==> config.mk <==
export PLATFORM = sky130hd
export DESIGN_NAME = phy_event_counters
export DESIGN_NICKNAME = d
export VERILOG_FILES = /design/src/pkg/phy_counter_pkg.sv /design/src/design/phy_event_counters.sv
export SDC_FILE = /design/constraint.sdc
export NUM_CORES = 2
export LEC_CHECK = 0
export ABC_AREA = 1
export BUFFER_PORTS_ARGS = -buffer_cell sky130_fd_sc_hd__buf_2
export CORE_MARGIN = 8
export CORE_UTILIZATION = 45
export DETAILED_ROUTE_END_ITERATION = 12
export PLACE_DENSITY = 0.64
export RECOVER_POWER = 25
export SLEW_MARGIN = 20
export SYNTH_ARGS = -nofsm -noshare
export SYNTH_HDL_FRONTEND = slang
export SYNTH_SLANG_ARGS = --single-unit
==> constraint.sdc <==
create_clock -name REF_CLK -period 152 [get_ports REF_CLK]
set_input_delay 30.4 -clock REF_CLK [delete_from_list [all_inputs] [get_ports REF_CLK]]
set_output_delay 30.4 -clock REF_CLK [all_outputs]
set_load 0.005 [all_outputs]
==> src/pkg/phy_counter_pkg.sv <==
// constants for the link event counter bank and its log page
`default_nettype none
package phy_counter_pkg;

    localparam int NUM_CNT = 20;
    localparam int REC_W   = 5;

    // identifier layout: vendor flag, size code, event number
    localparam int ID_VENDOR_BIT = 15;
    localparam int ID_SIZE_HI    = 14;
    localparam int ID_SIZE_LO    = 12;

    // size codes carried in the identifier
    localparam logic [2:0] SIZE_16 = 3'h1;
    localparam logic [2:0] SIZE_32 = 3'h2;
    localparam logic [2:0] SIZE_48 = 3'h3;
    localparam logic [2:0] SIZE_64 = 3'h4;

    // reported value width and its size code
    localparam int         REP_W    = 32;
    localparam logic [2:0] REP_SIZE = SIZE_32;

    localparam logic [15:0] ID_END_MARK = 16'h0000;

    // event numbers, slot order = counter index
    localparam logic [11:0] CNT_ID [NUM_CNT] = '{
        12'h001, 12'h002, 12'h003, 12'h004, 12'h005,
        12'h006, 12'h007, 12'h008, 12'h009, 12'h00a,
        12'h00b, 12'h00d, 12'h00f, 12'h010, 12'h012,
        12'h013, 12'hc00, 12'hc01, 12'hc02, 12'h001
    };
    // slot 19 is vendor specific (escaped frames); number is arbitrary
    localparam logic [NUM_CNT-1:0] VENDOR_MASK = 20'h80000;
    localparam logic [NUM_CNT-1:0] MAND_MASK   = 20'h00201;

    // counter slot indices
    localparam int IX_CMD_ICRC   = 0;
    localparam int IX_DATA_ANY   = 1;
    localparam int IX_D2H_DATA   = 2;
    localparam int IX_H2D_DATA   = 3;
    localparam int IX_NDATA_ANY  = 4;
    localparam int IX_D2H_NDATA  = 5;
    localparam int IX_H2D_NDATA  = 6;
    localparam int IX_D2H_RETRY  = 7;
    localparam int IX_PHY_DROP   = 8;
    localparam int IX_SIG_FIS    = 9;
    localparam int IX_H2D_CRC    = 10;
    localparam int IX_H2D_OTHER  = 11;
    localparam int IX_DATA_CRC   = 12;
    localparam int IX_DATA_OTHER = 13;
    localparam int IX_ND_CRC     = 14;
    localparam int IX_ND_OTHER   = 15;
    localparam int IX_PM_COLL    = 16;
    localparam int IX_PM_SIG     = 17;
    localparam int IX_PM_CRC     = 18;
    localparam int IX_ESCAPE     = 19;

    // log page layout
    localparam logic [8:0] HDR_LAST_BYTE = 9'h003;
    localparam logic [8:0] PAD_LAST_BYTE = 9'h1fe;
    localparam logic [8:0] SUM_BYTE      = 9'h1ff;
    localparam logic [2:0] REC_LAST_OFF  = 3'h5;
    localparam int         LOG_CLR_BIT   = 0;

endpackage : phy_counter_pkg
`default_nettype wire

==> src/design/phy_event_counters.sv <==
// link event counter bank with log page readout
`default_nettype none
module phy_event_counters
    import phy_counter_pkg::*;
#(
    parameter int                 CNT_W    = 32,
    parameter logic [NUM_CNT-1:0] OPT_MASK = 20'hfffff
) (
    input  wire logic       REF_CLK,
    input  wire logic       RESET,
    input  wire logic       CMD_DONE,
    input  wire logic       CMD_STATUS_ERR,
    input  wire logic       CMD_ERROR_ICRC,
    input  wire logic       D2H_DATA_RERR,
    input  wire logic       H2D_DATA_RERR_CRC,
    input  wire logic       H2D_DATA_RERR_OTHER,
    input  wire logic       D2H_NDATA_RERR,
    input  wire logic       D2H_NDATA_RETRIED,
    input  wire logic       H2D_NDATA_RERR_CRC,
    input  wire logic       H2D_NDATA_RERR_OTHER,
    input  wire logic       SYNC_ESCAPE,
    input  wire logic       PHY_READY,
    input  wire logic       SIG_FIS_ACKED,
    input  wire logic       PM_COLLISION,
    input  wire logic       PM_SIG_FWD,
    input  wire logic       PM_CRC_CORRUPT,
    input  wire logic       BIST_ACTIVATE,
    input  wire logic       LOG_READ,
    input  wire logic [7:0] LOG_FEATURES,
    output var  logic [7:0] PAGE_BYTE,
    output var  logic       PAGE_VALID,
    output var  logic       PAGE_LAST,
    output var  logic       LOG_BUSY
);

    localparam logic [NUM_CNT-1:0] IMPL = OPT_MASK | MAND_MASK;

    typedef enum logic [2:0] {
        S_IDLE = 3'b000,
        S_HDR  = 3'b001,
        S_REC  = 3'b010,
        S_PAD  = 3'b011,
        S_SUM  = 3'b100
    } page_st_e;

    page_st_e           st_ff;
    logic [8:0]         idx_ff;
    logic [2:0]         off_ff;
    logic [REC_W-1:0]   rec_ff;
    logic [REC_W-1:0]   first_rec;
    logic [REC_W-1:0]   nxt_rec;
    logic [7:0]         sum_ff;
    logic               clr_req_ff;
    logic               phy_rdy_ff;
    logic [CNT_W-1:0]   cnt_ff  [NUM_CNT];
    logic [CNT_W-1:0]   snap_ff [NUM_CNT];
    logic [NUM_CNT-1:0] inc;
    logic               err_ok;
    logic               h2d_data;
    logic               h2d_nd;
    logic               start;
    logic               clr_page;
    logic               clr_all;
    logic [15:0]        rec_id;
    logic [REP_W-1:0]   rec_val;
    logic [7:0]         cur_byte;

    // first built slot at or after a given one, NUM_CNT if none
    function automatic logic [REC_W-1:0] next_impl(
        input logic [REC_W-1:0] from
    );
        logic [REC_W-1:0] res;
        res = REC_W'(NUM_CNT);
        for (int i = NUM_CNT - 1; i >= 0; i--) begin
            if (IMPL[i] && (REC_W'(i) >= from)) begin
                res = REC_W'(i);
            end
        end
        return res;
    endfunction : next_impl

    assign first_rec = next_impl('0);
    assign nxt_rec   = next_impl(rec_ff + REC_W'(1));

    assign err_ok   = ~SYNC_ESCAPE;
    assign h2d_data = (H2D_DATA_RERR_CRC | H2D_DATA_RERR_OTHER) & err_ok;
    assign h2d_nd   = (H2D_NDATA_RERR_CRC | H2D_NDATA_RERR_OTHER) & err_ok;

    always_comb begin
        inc = '0;
        inc[IX_CMD_ICRC]   = CMD_DONE & CMD_STATUS_ERR & CMD_ERROR_ICRC;
        inc[IX_DATA_ANY]   = (D2H_DATA_RERR & err_ok) | h2d_data;
        inc[IX_D2H_DATA]   = D2H_DATA_RERR & err_ok;
        inc[IX_H2D_DATA]   = h2d_data;
        // non-data, each retry a new strobe
        inc[IX_NDATA_ANY]  = (D2H_NDATA_RERR & err_ok) | h2d_nd;
        inc[IX_D2H_NDATA]  = D2H_NDATA_RERR & err_ok;
        inc[IX_H2D_NDATA]  = h2d_nd;
        inc[IX_D2H_RETRY]  = D2H_NDATA_RERR & D2H_NDATA_RETRIED & err_ok;
        inc[IX_PHY_DROP]   = phy_rdy_ff & ~PHY_READY;
        inc[IX_SIG_FIS]    = SIG_FIS_ACKED;
        inc[IX_H2D_CRC]    = (H2D_DATA_RERR_CRC | H2D_NDATA_RERR_CRC)
                             & err_ok;
        inc[IX_H2D_OTHER]  = (H2D_DATA_RERR_OTHER | H2D_NDATA_RERR_OTHER)
                             & err_ok;
        inc[IX_DATA_CRC]   = H2D_DATA_RERR_CRC & err_ok;
        inc[IX_DATA_OTHER] = H2D_DATA_RERR_OTHER & err_ok;
        inc[IX_ND_CRC]     = H2D_NDATA_RERR_CRC & err_ok;
        inc[IX_ND_OTHER]   = H2D_NDATA_RERR_OTHER & err_ok;
        inc[IX_PM_COLL]    = PM_COLLISION & err_ok;
        inc[IX_PM_SIG]     = PM_SIG_FWD;
        inc[IX_PM_CRC]     = PM_CRC_CORRUPT;
        inc[IX_ESCAPE]     = SYNC_ESCAPE;
    end

    // reset low so a not-ready level present at release is no drop
    always_ff @(posedge REF_CLK) begin
        if (RESET) begin
            phy_rdy_ff <= 1'b0;
        end else begin
            phy_rdy_ff <= PHY_READY;
        end
    end

    assign start    = (st_ff == S_IDLE) & LOG_READ;
    assign clr_page = (st_ff == S_SUM) & clr_req_ff;
    assign clr_all  = BIST_ACTIVATE | clr_page;

    for (genvar g = 0; g < NUM_CNT; g++) begin : g_cnt
        if (IMPL[g]) begin : g_on
            // only power-on reset, link resets are not inputs
            always_ff @(posedge REF_CLK) begin
                if (RESET) begin
                    cnt_ff[g] <= '0;
                end else if (clr_all) begin
                    // an event in the clear cycle is kept
                    cnt_ff[g] <= inc[g] ? CNT_W'(1) : '0;
                end else if (inc[g] && !(&cnt_ff[g])) begin
                    cnt_ff[g] <= cnt_ff[g] + CNT_W'(1);
                end
            end
            // page shows values frozen at the request
            always_ff @(posedge REF_CLK) begin
                if (RESET) begin
                    snap_ff[g] <= '0;
                end else if (start) begin
                    snap_ff[g] <= cnt_ff[g];
                end
            end
        end else begin : g_off
            assign cnt_ff[g]  = '0;
            assign snap_ff[g] = '0;
        end
    end

    // vendor flag keeps the size code
    always_comb begin
        rec_id = {VENDOR_MASK[rec_ff], REP_SIZE, CNT_ID[rec_ff]};
        if (&snap_ff[rec_ff]) begin
            rec_val = '1;
        end else begin
            rec_val = REP_W'(snap_ff[rec_ff]);
        end
    end

    // value is two whole sixteen-bit words
    always_comb begin
        case (st_ff)
            S_REC: begin
                case (off_ff)
                    3'h0:    cur_byte = rec_id[7:0];
                    3'h1:    cur_byte = rec_id[15:8];
                    3'h2:    cur_byte = rec_val[7:0];
                    3'h3:    cur_byte = rec_val[15:8];
                    3'h4:    cur_byte = rec_val[23:16];
                    default: cur_byte = rec_val[31:24];
                endcase
            end
            S_SUM:   cur_byte = 8'h00 - sum_ff;
            // pad starts with the end marker
            S_PAD:   cur_byte = ID_END_MARK[7:0];
            default: cur_byte = 8'h00;
        endcase
    end

    always_ff @(posedge REF_CLK) begin
        if (RESET) begin
            st_ff      <= S_IDLE;
            idx_ff     <= '0;
            off_ff     <= '0;
            rec_ff     <= '0;
            clr_req_ff <= 1'b0;
            LOG_BUSY   <= 1'b0;
        end else begin
            idx_ff <= idx_ff + 9'h001;
            case (st_ff)
                S_IDLE: begin
                    idx_ff <= '0;
                    if (LOG_READ) begin
                        st_ff      <= S_HDR;
                        clr_req_ff <= LOG_FEATURES[LOG_CLR_BIT];
                        LOG_BUSY   <= 1'b1;
                    end
                end
                S_HDR: begin
                    if (idx_ff == HDR_LAST_BYTE) begin
                        off_ff <= '0;
                        rec_ff <= first_rec;
                        st_ff  <= (first_rec == REC_W'(NUM_CNT))
                                  ? S_PAD : S_REC;
                    end
                end
                S_REC: begin
                    off_ff <= off_ff + 3'h1;
                    if (off_ff == REC_LAST_OFF) begin
                        off_ff <= '0;
                        rec_ff <= nxt_rec;
                        if (nxt_rec == REC_W'(NUM_CNT)) begin
                            st_ff <= S_PAD;
                        end
                    end
                end
                S_PAD: begin
                    if (idx_ff == PAD_LAST_BYTE) begin
                        st_ff <= S_SUM;
                    end
                end
                S_SUM: begin
                    st_ff      <= S_IDLE;
                    clr_req_ff <= 1'b0;
                    LOG_BUSY   <= 1'b0;
                end
                default: begin
                    st_ff <= S_IDLE;
                end
            endcase
        end
    end

    always_ff @(posedge REF_CLK) begin
        if (RESET || st_ff == S_IDLE) begin
            sum_ff <= '0;
        end else if (st_ff != S_SUM) begin
            sum_ff <= sum_ff + cur_byte;
        end
    end

    always_ff @(posedge REF_CLK) begin
        if (RESET) begin
            PAGE_BYTE  <= '0;
            PAGE_VALID <= 1'b0;
            PAGE_LAST  <= 1'b0;
        end else begin
            PAGE_BYTE  <= cur_byte;
            PAGE_VALID <= (st_ff != S_IDLE);
            PAGE_LAST  <= (st_ff == S_SUM);
        end
    end

    // helper: position and sum of bytes seen at the outputs
    logic [8:0] out_pos_ff;
    logic [7:0] out_sum_ff;
    always_ff @(posedge REF_CLK) begin
        if (RESET || !PAGE_VALID) begin
            out_pos_ff <= '0;
            out_sum_ff <= '0;
        end else begin
            out_pos_ff <= out_pos_ff + 9'h001;
            out_sum_ff <= out_sum_ff + PAGE_BYTE;
        end
    end

    icrc_count_a: assert property (
        @(posedge REF_CLK) disable iff (RESET)
        (CMD_DONE && CMD_STATUS_ERR && CMD_ERROR_ICRC && !clr_all
         && !(&cnt_ff[IX_CMD_ICRC]))
        |=> cnt_ff[IX_CMD_ICRC] == $past(cnt_ff[IX_CMD_ICRC]) + CNT_W'(1))
        else $error("interface crc counter did not advance");

    escape_veto_a: assert property (
        @(posedge REF_CLK) disable iff (RESET)
        (IMPL[IX_H2D_DATA] && SYNC_ESCAPE && !clr_all)
        |=> $stable(cnt_ff[IX_H2D_DATA]))
        else $error("escaped frame was counted");

    sat_hold_a: assert property (
        @(posedge REF_CLK) disable iff (RESET)
        ((&cnt_ff[IX_SIG_FIS]) && !clr_all) |=> (&cnt_ff[IX_SIG_FIS]))
        else $error("saturated counter wrapped");

    bist_clear_a: assert property (
        @(posedge REF_CLK) disable iff (RESET)
        BIST_ACTIVATE |=> cnt_ff[IX_SIG_FIS] <= CNT_W'(1))
        else $error("counter not cleared by bist");

    phy_drop_a: assert property (
        @(posedge REF_CLK) disable iff (RESET)
        (IMPL[IX_PHY_DROP] && $fell(PHY_READY) && !clr_all && !$past(RESET)
         && !(&cnt_ff[IX_PHY_DROP]))
        |-> ##1 cnt_ff[IX_PHY_DROP]
            == $past(cnt_ff[IX_PHY_DROP]) + CNT_W'(1))
        else $error("ready drop not counted");

    page_stream_a: assert property (
        @(posedge REF_CLK) disable iff (RESET)
        (LOG_READ && !LOG_BUSY) |=> LOG_BUSY ##1 PAGE_VALID[*8])
        else $error("page bytes not streamed");

    checksum_a: assert property (
        @(posedge REF_CLK) disable iff (RESET)
        PAGE_LAST |-> (out_pos_ff == SUM_BYTE)
                      && (8'(out_sum_ff + PAGE_BYTE) == 8'h00))
        else $error("page checksum or length wrong");

    first_id_a: assert property (
        @(posedge REF_CLK) disable iff (RESET)
        (PAGE_VALID && out_pos_ff == 9'h004) |-> PAGE_BYTE == 8'h01
            ##1 PAGE_BYTE == {1'b0, REP_SIZE, 4'h0})
        else $error("first record identifier wrong");

    header_zero_a: assert property (
        @(posedge REF_CLK) disable iff (RESET)
        (PAGE_VALID && out_pos_ff < 9'h004) |-> PAGE_BYTE == 8'h00)
        else $error("reserved header byte not zero");

endmodule : phy_event_counters
`default_nettype wire

# Word level (Yosys, flattened, before mapping)
# Memory sizes are Yosys's and may differ from the RTL's. A register that Yosys moved wholly into a read port is not among the register bits.
# Index checks and enable logic that the tools add are counted.
# classes
n_reduce_logical	72
n_div	0
eq_ne	18
add_sub_neg	25
shifts	0
n_bitwise	88
muxes	214
magnitude_cmp	22
mul	0
# op_table
op	count
32-bit 2-to-1 mux	61
32-bit AND reduction	21
32-bit by 1-bit adder with 32-bit output, second input constant	20
1-bit 2-to-1 mux	111
5-bit 2-to-1 mux	22
1-bit OR	67
4-bit by 5-bit >= comparator with 1-bit output, first input constant	8
8-bit one-hot mux with 5 select lines	1
3-bit 2-to-1 mux	11
12-bit 2-to-1 mux	2
3-bit by 5-bit >= comparator with 1-bit output, first input constant	4
5-bit >= comparator, first input constant	4
1-bit logical AND	20
1-bit zero test	20
1-bit AND	18
8-bit one-hot mux with 2 select lines	1
3-bit by 2-bit == test with 1-bit output, second input constant	4
3-bit one-hot mux with 4 select lines	1
1-bit by 5-bit >= comparator with 1-bit output, first input constant	2
2-bit by 5-bit >= comparator with 1-bit output, first input constant	2
2-bit inequality test, second input constant	5
5-bit one-hot mux with 2 select lines	1
9-bit by 1-bit adder with 9-bit output, second input constant	1
3-bit == test, second input constant	3
23 further kinds	29
# totals
regBits	41
ramBits	1280
latch_bits	0
romBits	416
n_memories	4
input_bits	28
# memory_table
name	depth	word_bits	rd	rd_clocked_by_memory_dff	write_ports	line	source
cnt_ff	20	32	20	0	20	phy_event_counters.sv:55	logic [CNT_W-1:0] cnt_ff [NUM_CNT];
snap_ff	20	32	1	1	20	phy_event_counters.sv:56	logic [CNT_W-1:0] snap_ff [NUM_CNT];
(no name shown)	32	12	1	0	0	phy_event_counters.sv:158	rec_id = {VENDOR_MASK[rec_ff], REP_SIZE, CNT_ID[rec_ff]};
(no name shown)	32	1	1	1	0	phy_event_counters.sv:158	

# Depth between registers and ports, before layout
# depth
depth_word	26
depth_mapped	29

# Worst setup path after synthesis
# Ideal clock, no wire load.
# synth_timing
path_kind	input-to-reg
from	input port LOG_READ
to	memory snap_ff[0][0], enable pin
setup_ns	2.536
n_path_buf	0
slack_ns	74.562
cell_stages	2
arrival_time_ns	74.901
required_time_ns	149.464
cell_sequence	inv_1 -> o21ai_0
# synth_rtl
element	line	source
from (decl)	phy_event_counters.sv:28	input wire logic LOG_READ,
to (decl)	phy_event_counters.sv:56	

==> results.py <==
metrics = {
    "run_status": {
        "status": "finished, violations left",
        "violations": "max-capacitance violations, max-slew violations",
    },
    "yosys": {
        "synth_ff_type": "edfxtp_1",
        "synth-seq-cells": 1327,
        "syn-num-nets": 7511,
        "synth_edf_count": 1280,
        "yosys.area_share.simple_pct": 24.7,
        "yosysUniqueCellTypes": 66,
        "synthAdderAreaFrac_pct": 0.720,
        "synth_top_family_by_area": "simple AND/OR/NAND/NOR gates",
        "netlist_area_um2": 68900,
        "yosys-mux-area-fraction_pct": 0,
        "synthCells": 7444,
        "ys_async_sr_fraction_pct": 0,
        "synth_seq_area_share_pct": 57.2,
        "ys_warn_count": 0,
        "synth_xor_area_share_pct": 2.11,
        "syn_avg_cell_area_um2": 9.25,
        "synth-compound-area-share_pct": 7.74,
    },
    "global_routing": {
        "antenna_found_initial": 6,
        "grtUsageTotal_pct": 21.3,
        "grt_max_degree": 201,
        "grt_pass1_vias": 49200,
        "grt_overflow": 0,
        "grt_pass1_wl_mm": 283,
    },
    "sta": {
        "hold_viol_final": 0,
        "final_max_slew_viol_count": 580,
        "fin_crit_ns": 40.77,
        "worst_pin_slew_ns": 9.52,
        "final.setup.tns_ns": 0,
        "finClkSkew_ns": 0.0526,
        "setup_viol": 0,
        "period_share_pct": 26.8,
        "rsz0062_at_grt": "no",
        "slew_headroom_pct": -534,
        "max_freq_ghz": 0.0245,
    },
    "pwr": {
        "peakVddDrop_mv": 0.0117,
        "p_leak_uw": 0.0272,
        "power.density_nw_per_um2": 12.4,
        "power_frac_comb_pct": 9.8,
        "swShare_pct": 26.8,
        "power_switching_uw": 251,
        "pwr-share-clk_pct": 38.8,
        "p_int_uw": 686,
        "seqPwrFrac_pct": 51.5,
    },
    "routing": {
        "wl_met3_mm": 13.7,
        "drt_iter0_markers": 5481,
        "via_per_inst": 5.45,
        "ant_nets": 0,
        "wl_per_cell_um": 19.3,
        "vias": 52100,
        "routed.top_layer": "met4",
        "wl_mm": 184,
        "firstDrtPassIters": 7,
        "drc": 0,
        "wl_met2_mm": 82.2,
        "wirelength_met1_mm": 80.8,
    },
    "flow_run": {
        "max-cap-violations": 14,
    },
    "cts": {
        "numCtsBuffers": 152,
        "cts_sinks": 1327,
        "cts_resized": 0,
        "cts_max_path_buffers": 3,
        "clk_latency_ns": 0.81,
        "cts_hold_buf": 0,
        "htreeDepth": 4,
        "cts_root_buffer": "clkbuf_16",
        "postCtsSetupBuffers": 0,
        "path_clk_slew_ns": 0.06,
        "cts_tree": "yes",
    },
    "setup_path": {
        "arrival_ns": 41.18,
        "critPathMaxFanout": 170,
        "crit_type": "in -> reg",
        "endpoint_kind": "flip-flop",
        "start_kind": "input pin",
        "crit_required_ns": 152.41,
    },
    "cells_and_area": {
        "final_cells": 9565,
        "synthToLayoutAreaGrowth_pct": 9.54,
        "drive_above_1_share_pct": 7.10,
        "multi_input_area_um2": 24200,
        "fillCellCount": 14000,
        "layout.nets": 7479,
        "ff_latch_area_um2": 39400,
    },
    "floorplanning": {
        "die_w_um": 407,
        "io_pins": 39,
        "die_area_um2": 166000,
        "die_h_um": 407,
        "design.core.area_um2": 152000,
        "start_util_pct": 45.3,
        "std_cell_rows": 143,
    },
    "place": {
        "gp_congestion": 0.930,
        "dp_hpwl_mm": 128,
        "placedCellCount": 9288,
        "io_buffers": 31,
    },
    "hold_path": {
        "hold_path.class": "reg -> reg",
    },
}
-- critical path: stages --
cell	delay, ns
clkbuf_1	1.06
inv_1	0.46
o21ai_0	0.81
clkbuf_1	6.67
buf_4	1.49
-- stage by stage --
stage | instance area, um2 | util (%) | power [uW] | hold WS [ns] | setup WS (ns)
CTS | 75600 | 49.8 | 939 | 0.463 | 117.93
floorplan | 68900 | - | 602 | 0.430 | 74.56
global placement | 70700 | 46.6 | 575 | 0.441 | 117.06
finish | 75400 | 49.7 | 936 | 0.459 | 111.24
global route | 75400 | 49.7 | 969 | 0.495 | 110.47
detailed placement | 70700 | 46.6 | 577 | 0.444 | 117.07
-- per-layer routing --
layer | global-route usage [%] | up-vias
li1 | - | 25200
met1 | 29.7 | 24800
met4 | 8.39 | 0
met2 | 33.1 | 1748
met5 | 0 | -
met3 | 4.00 | 335
-- power by group through the flow --
stage | sequential, uW | combinational, uW | clock, uW
2_1_floorplan | 541 | 60.2 | 0
3_3_place_gp | 485 | 90.6 | 0
3_5_place_dp | 485 | 91.6 | 0
4_1_cts | 478 | 91.9 | 368
5_1_grt | 486 | 101 | 382
6_report | 482 | 91.7 | 363
-- cell usage in the layout, fill, tap and decap left out, drive strengths merged, types with 67 or more instances in the layout --
cell type,count
buf,75
nand3,329
o21ai,426
clkinv,67
nor4,125
nor3b,165
o22ai,68
a21oi,282
edfxtp,1280
clkbuf,205
nor3,346
xor2,165
nand4,128
nand2,1017
nor2,1568
inv,1003
-- path summary, 6_finish.rpt --
kind	start	endpoint	slack (ns)	depth (start not counted)
setup / recovery	RESET	snap_ff[2][10]	111.24	5
hold / removal	idx_ff[0]	idx_ff[0]	0.46	1
setup reg to reg	st_ff[2]	snap_ff[2][10]	141.13	5
hold reg to reg	idx_ff[0]	idx_ff[0]	0.46	1
-- cells in the mapped netlist (38+ instances only) --
cell,instances,area share [%]
nand3_1,312,2.3
nor2_1,1507,8.2
buf_2,71,0.52
ha_1,38,0.69
a21oi_1,278,2.0
inv_1,964,5.3
nor2_2,48,0.44
o21ai_0,412,3.0
nand2_1,1005,5.5
o22ai_1,67,0.61
edfxtp_1,1280,56
nor4_1,113,1.0
nor3_1,287,2.1
nor3b_1,157,1.7
nand4_1,121,1.1
o221ai_1,55,0.70
clkbuf_1,145,0.79
dfxtp_1,47,1.4
xor2_1,165,2.1
nor3_2,53,0.77
-- logic make-up (layout without fill, tap and decap cells) --
group | after synthesis | after routing
AO/OA/AOI/OAI | 916 | 916
XOR/XNOR | 166 | 166
adder cells (fa/ha/maj) | 39 | 39
buffers and inverters | 1276 | 1364
flip-flops | 1327 | 1327
other | 0 | 3
AND/OR/NAND/NOR | 3720 | 3720
-- layout make-up --
| type | instances | share of cell area, % |
|---|---|---|
| Antenna cell | 3 | 0.00995 |
| Timing Repair Buffer | 95 | 0.849 |
| Sequential cell | 1327 | 52.2 |
| Multi-Input combinational cell | 4841 | 32.1 |
| Inverter | 995 | 4.96 |
| Clock buffer | 185 | 5.25 |
| Clock inverter | 89 | 1.21 |
| Tap cell | 2030 | 3.37 |
-- flip-flops by register name (all words and copies together), names as in the netlist, named ones only --
name and cells:
sum_ff 8, clr_req_ff 1, st_ff 3, LOG_BUSY 1, rec_id 1, PAGE_BYTE 8, off_ff 3, cnt_ff 640
phy_rdy_ff 1, PAGE_LAST 1, snap_ff 640, idx_ff 9, rec_ff 5, PAGE_VALID 1
Power figures use the tool's default switching activity.
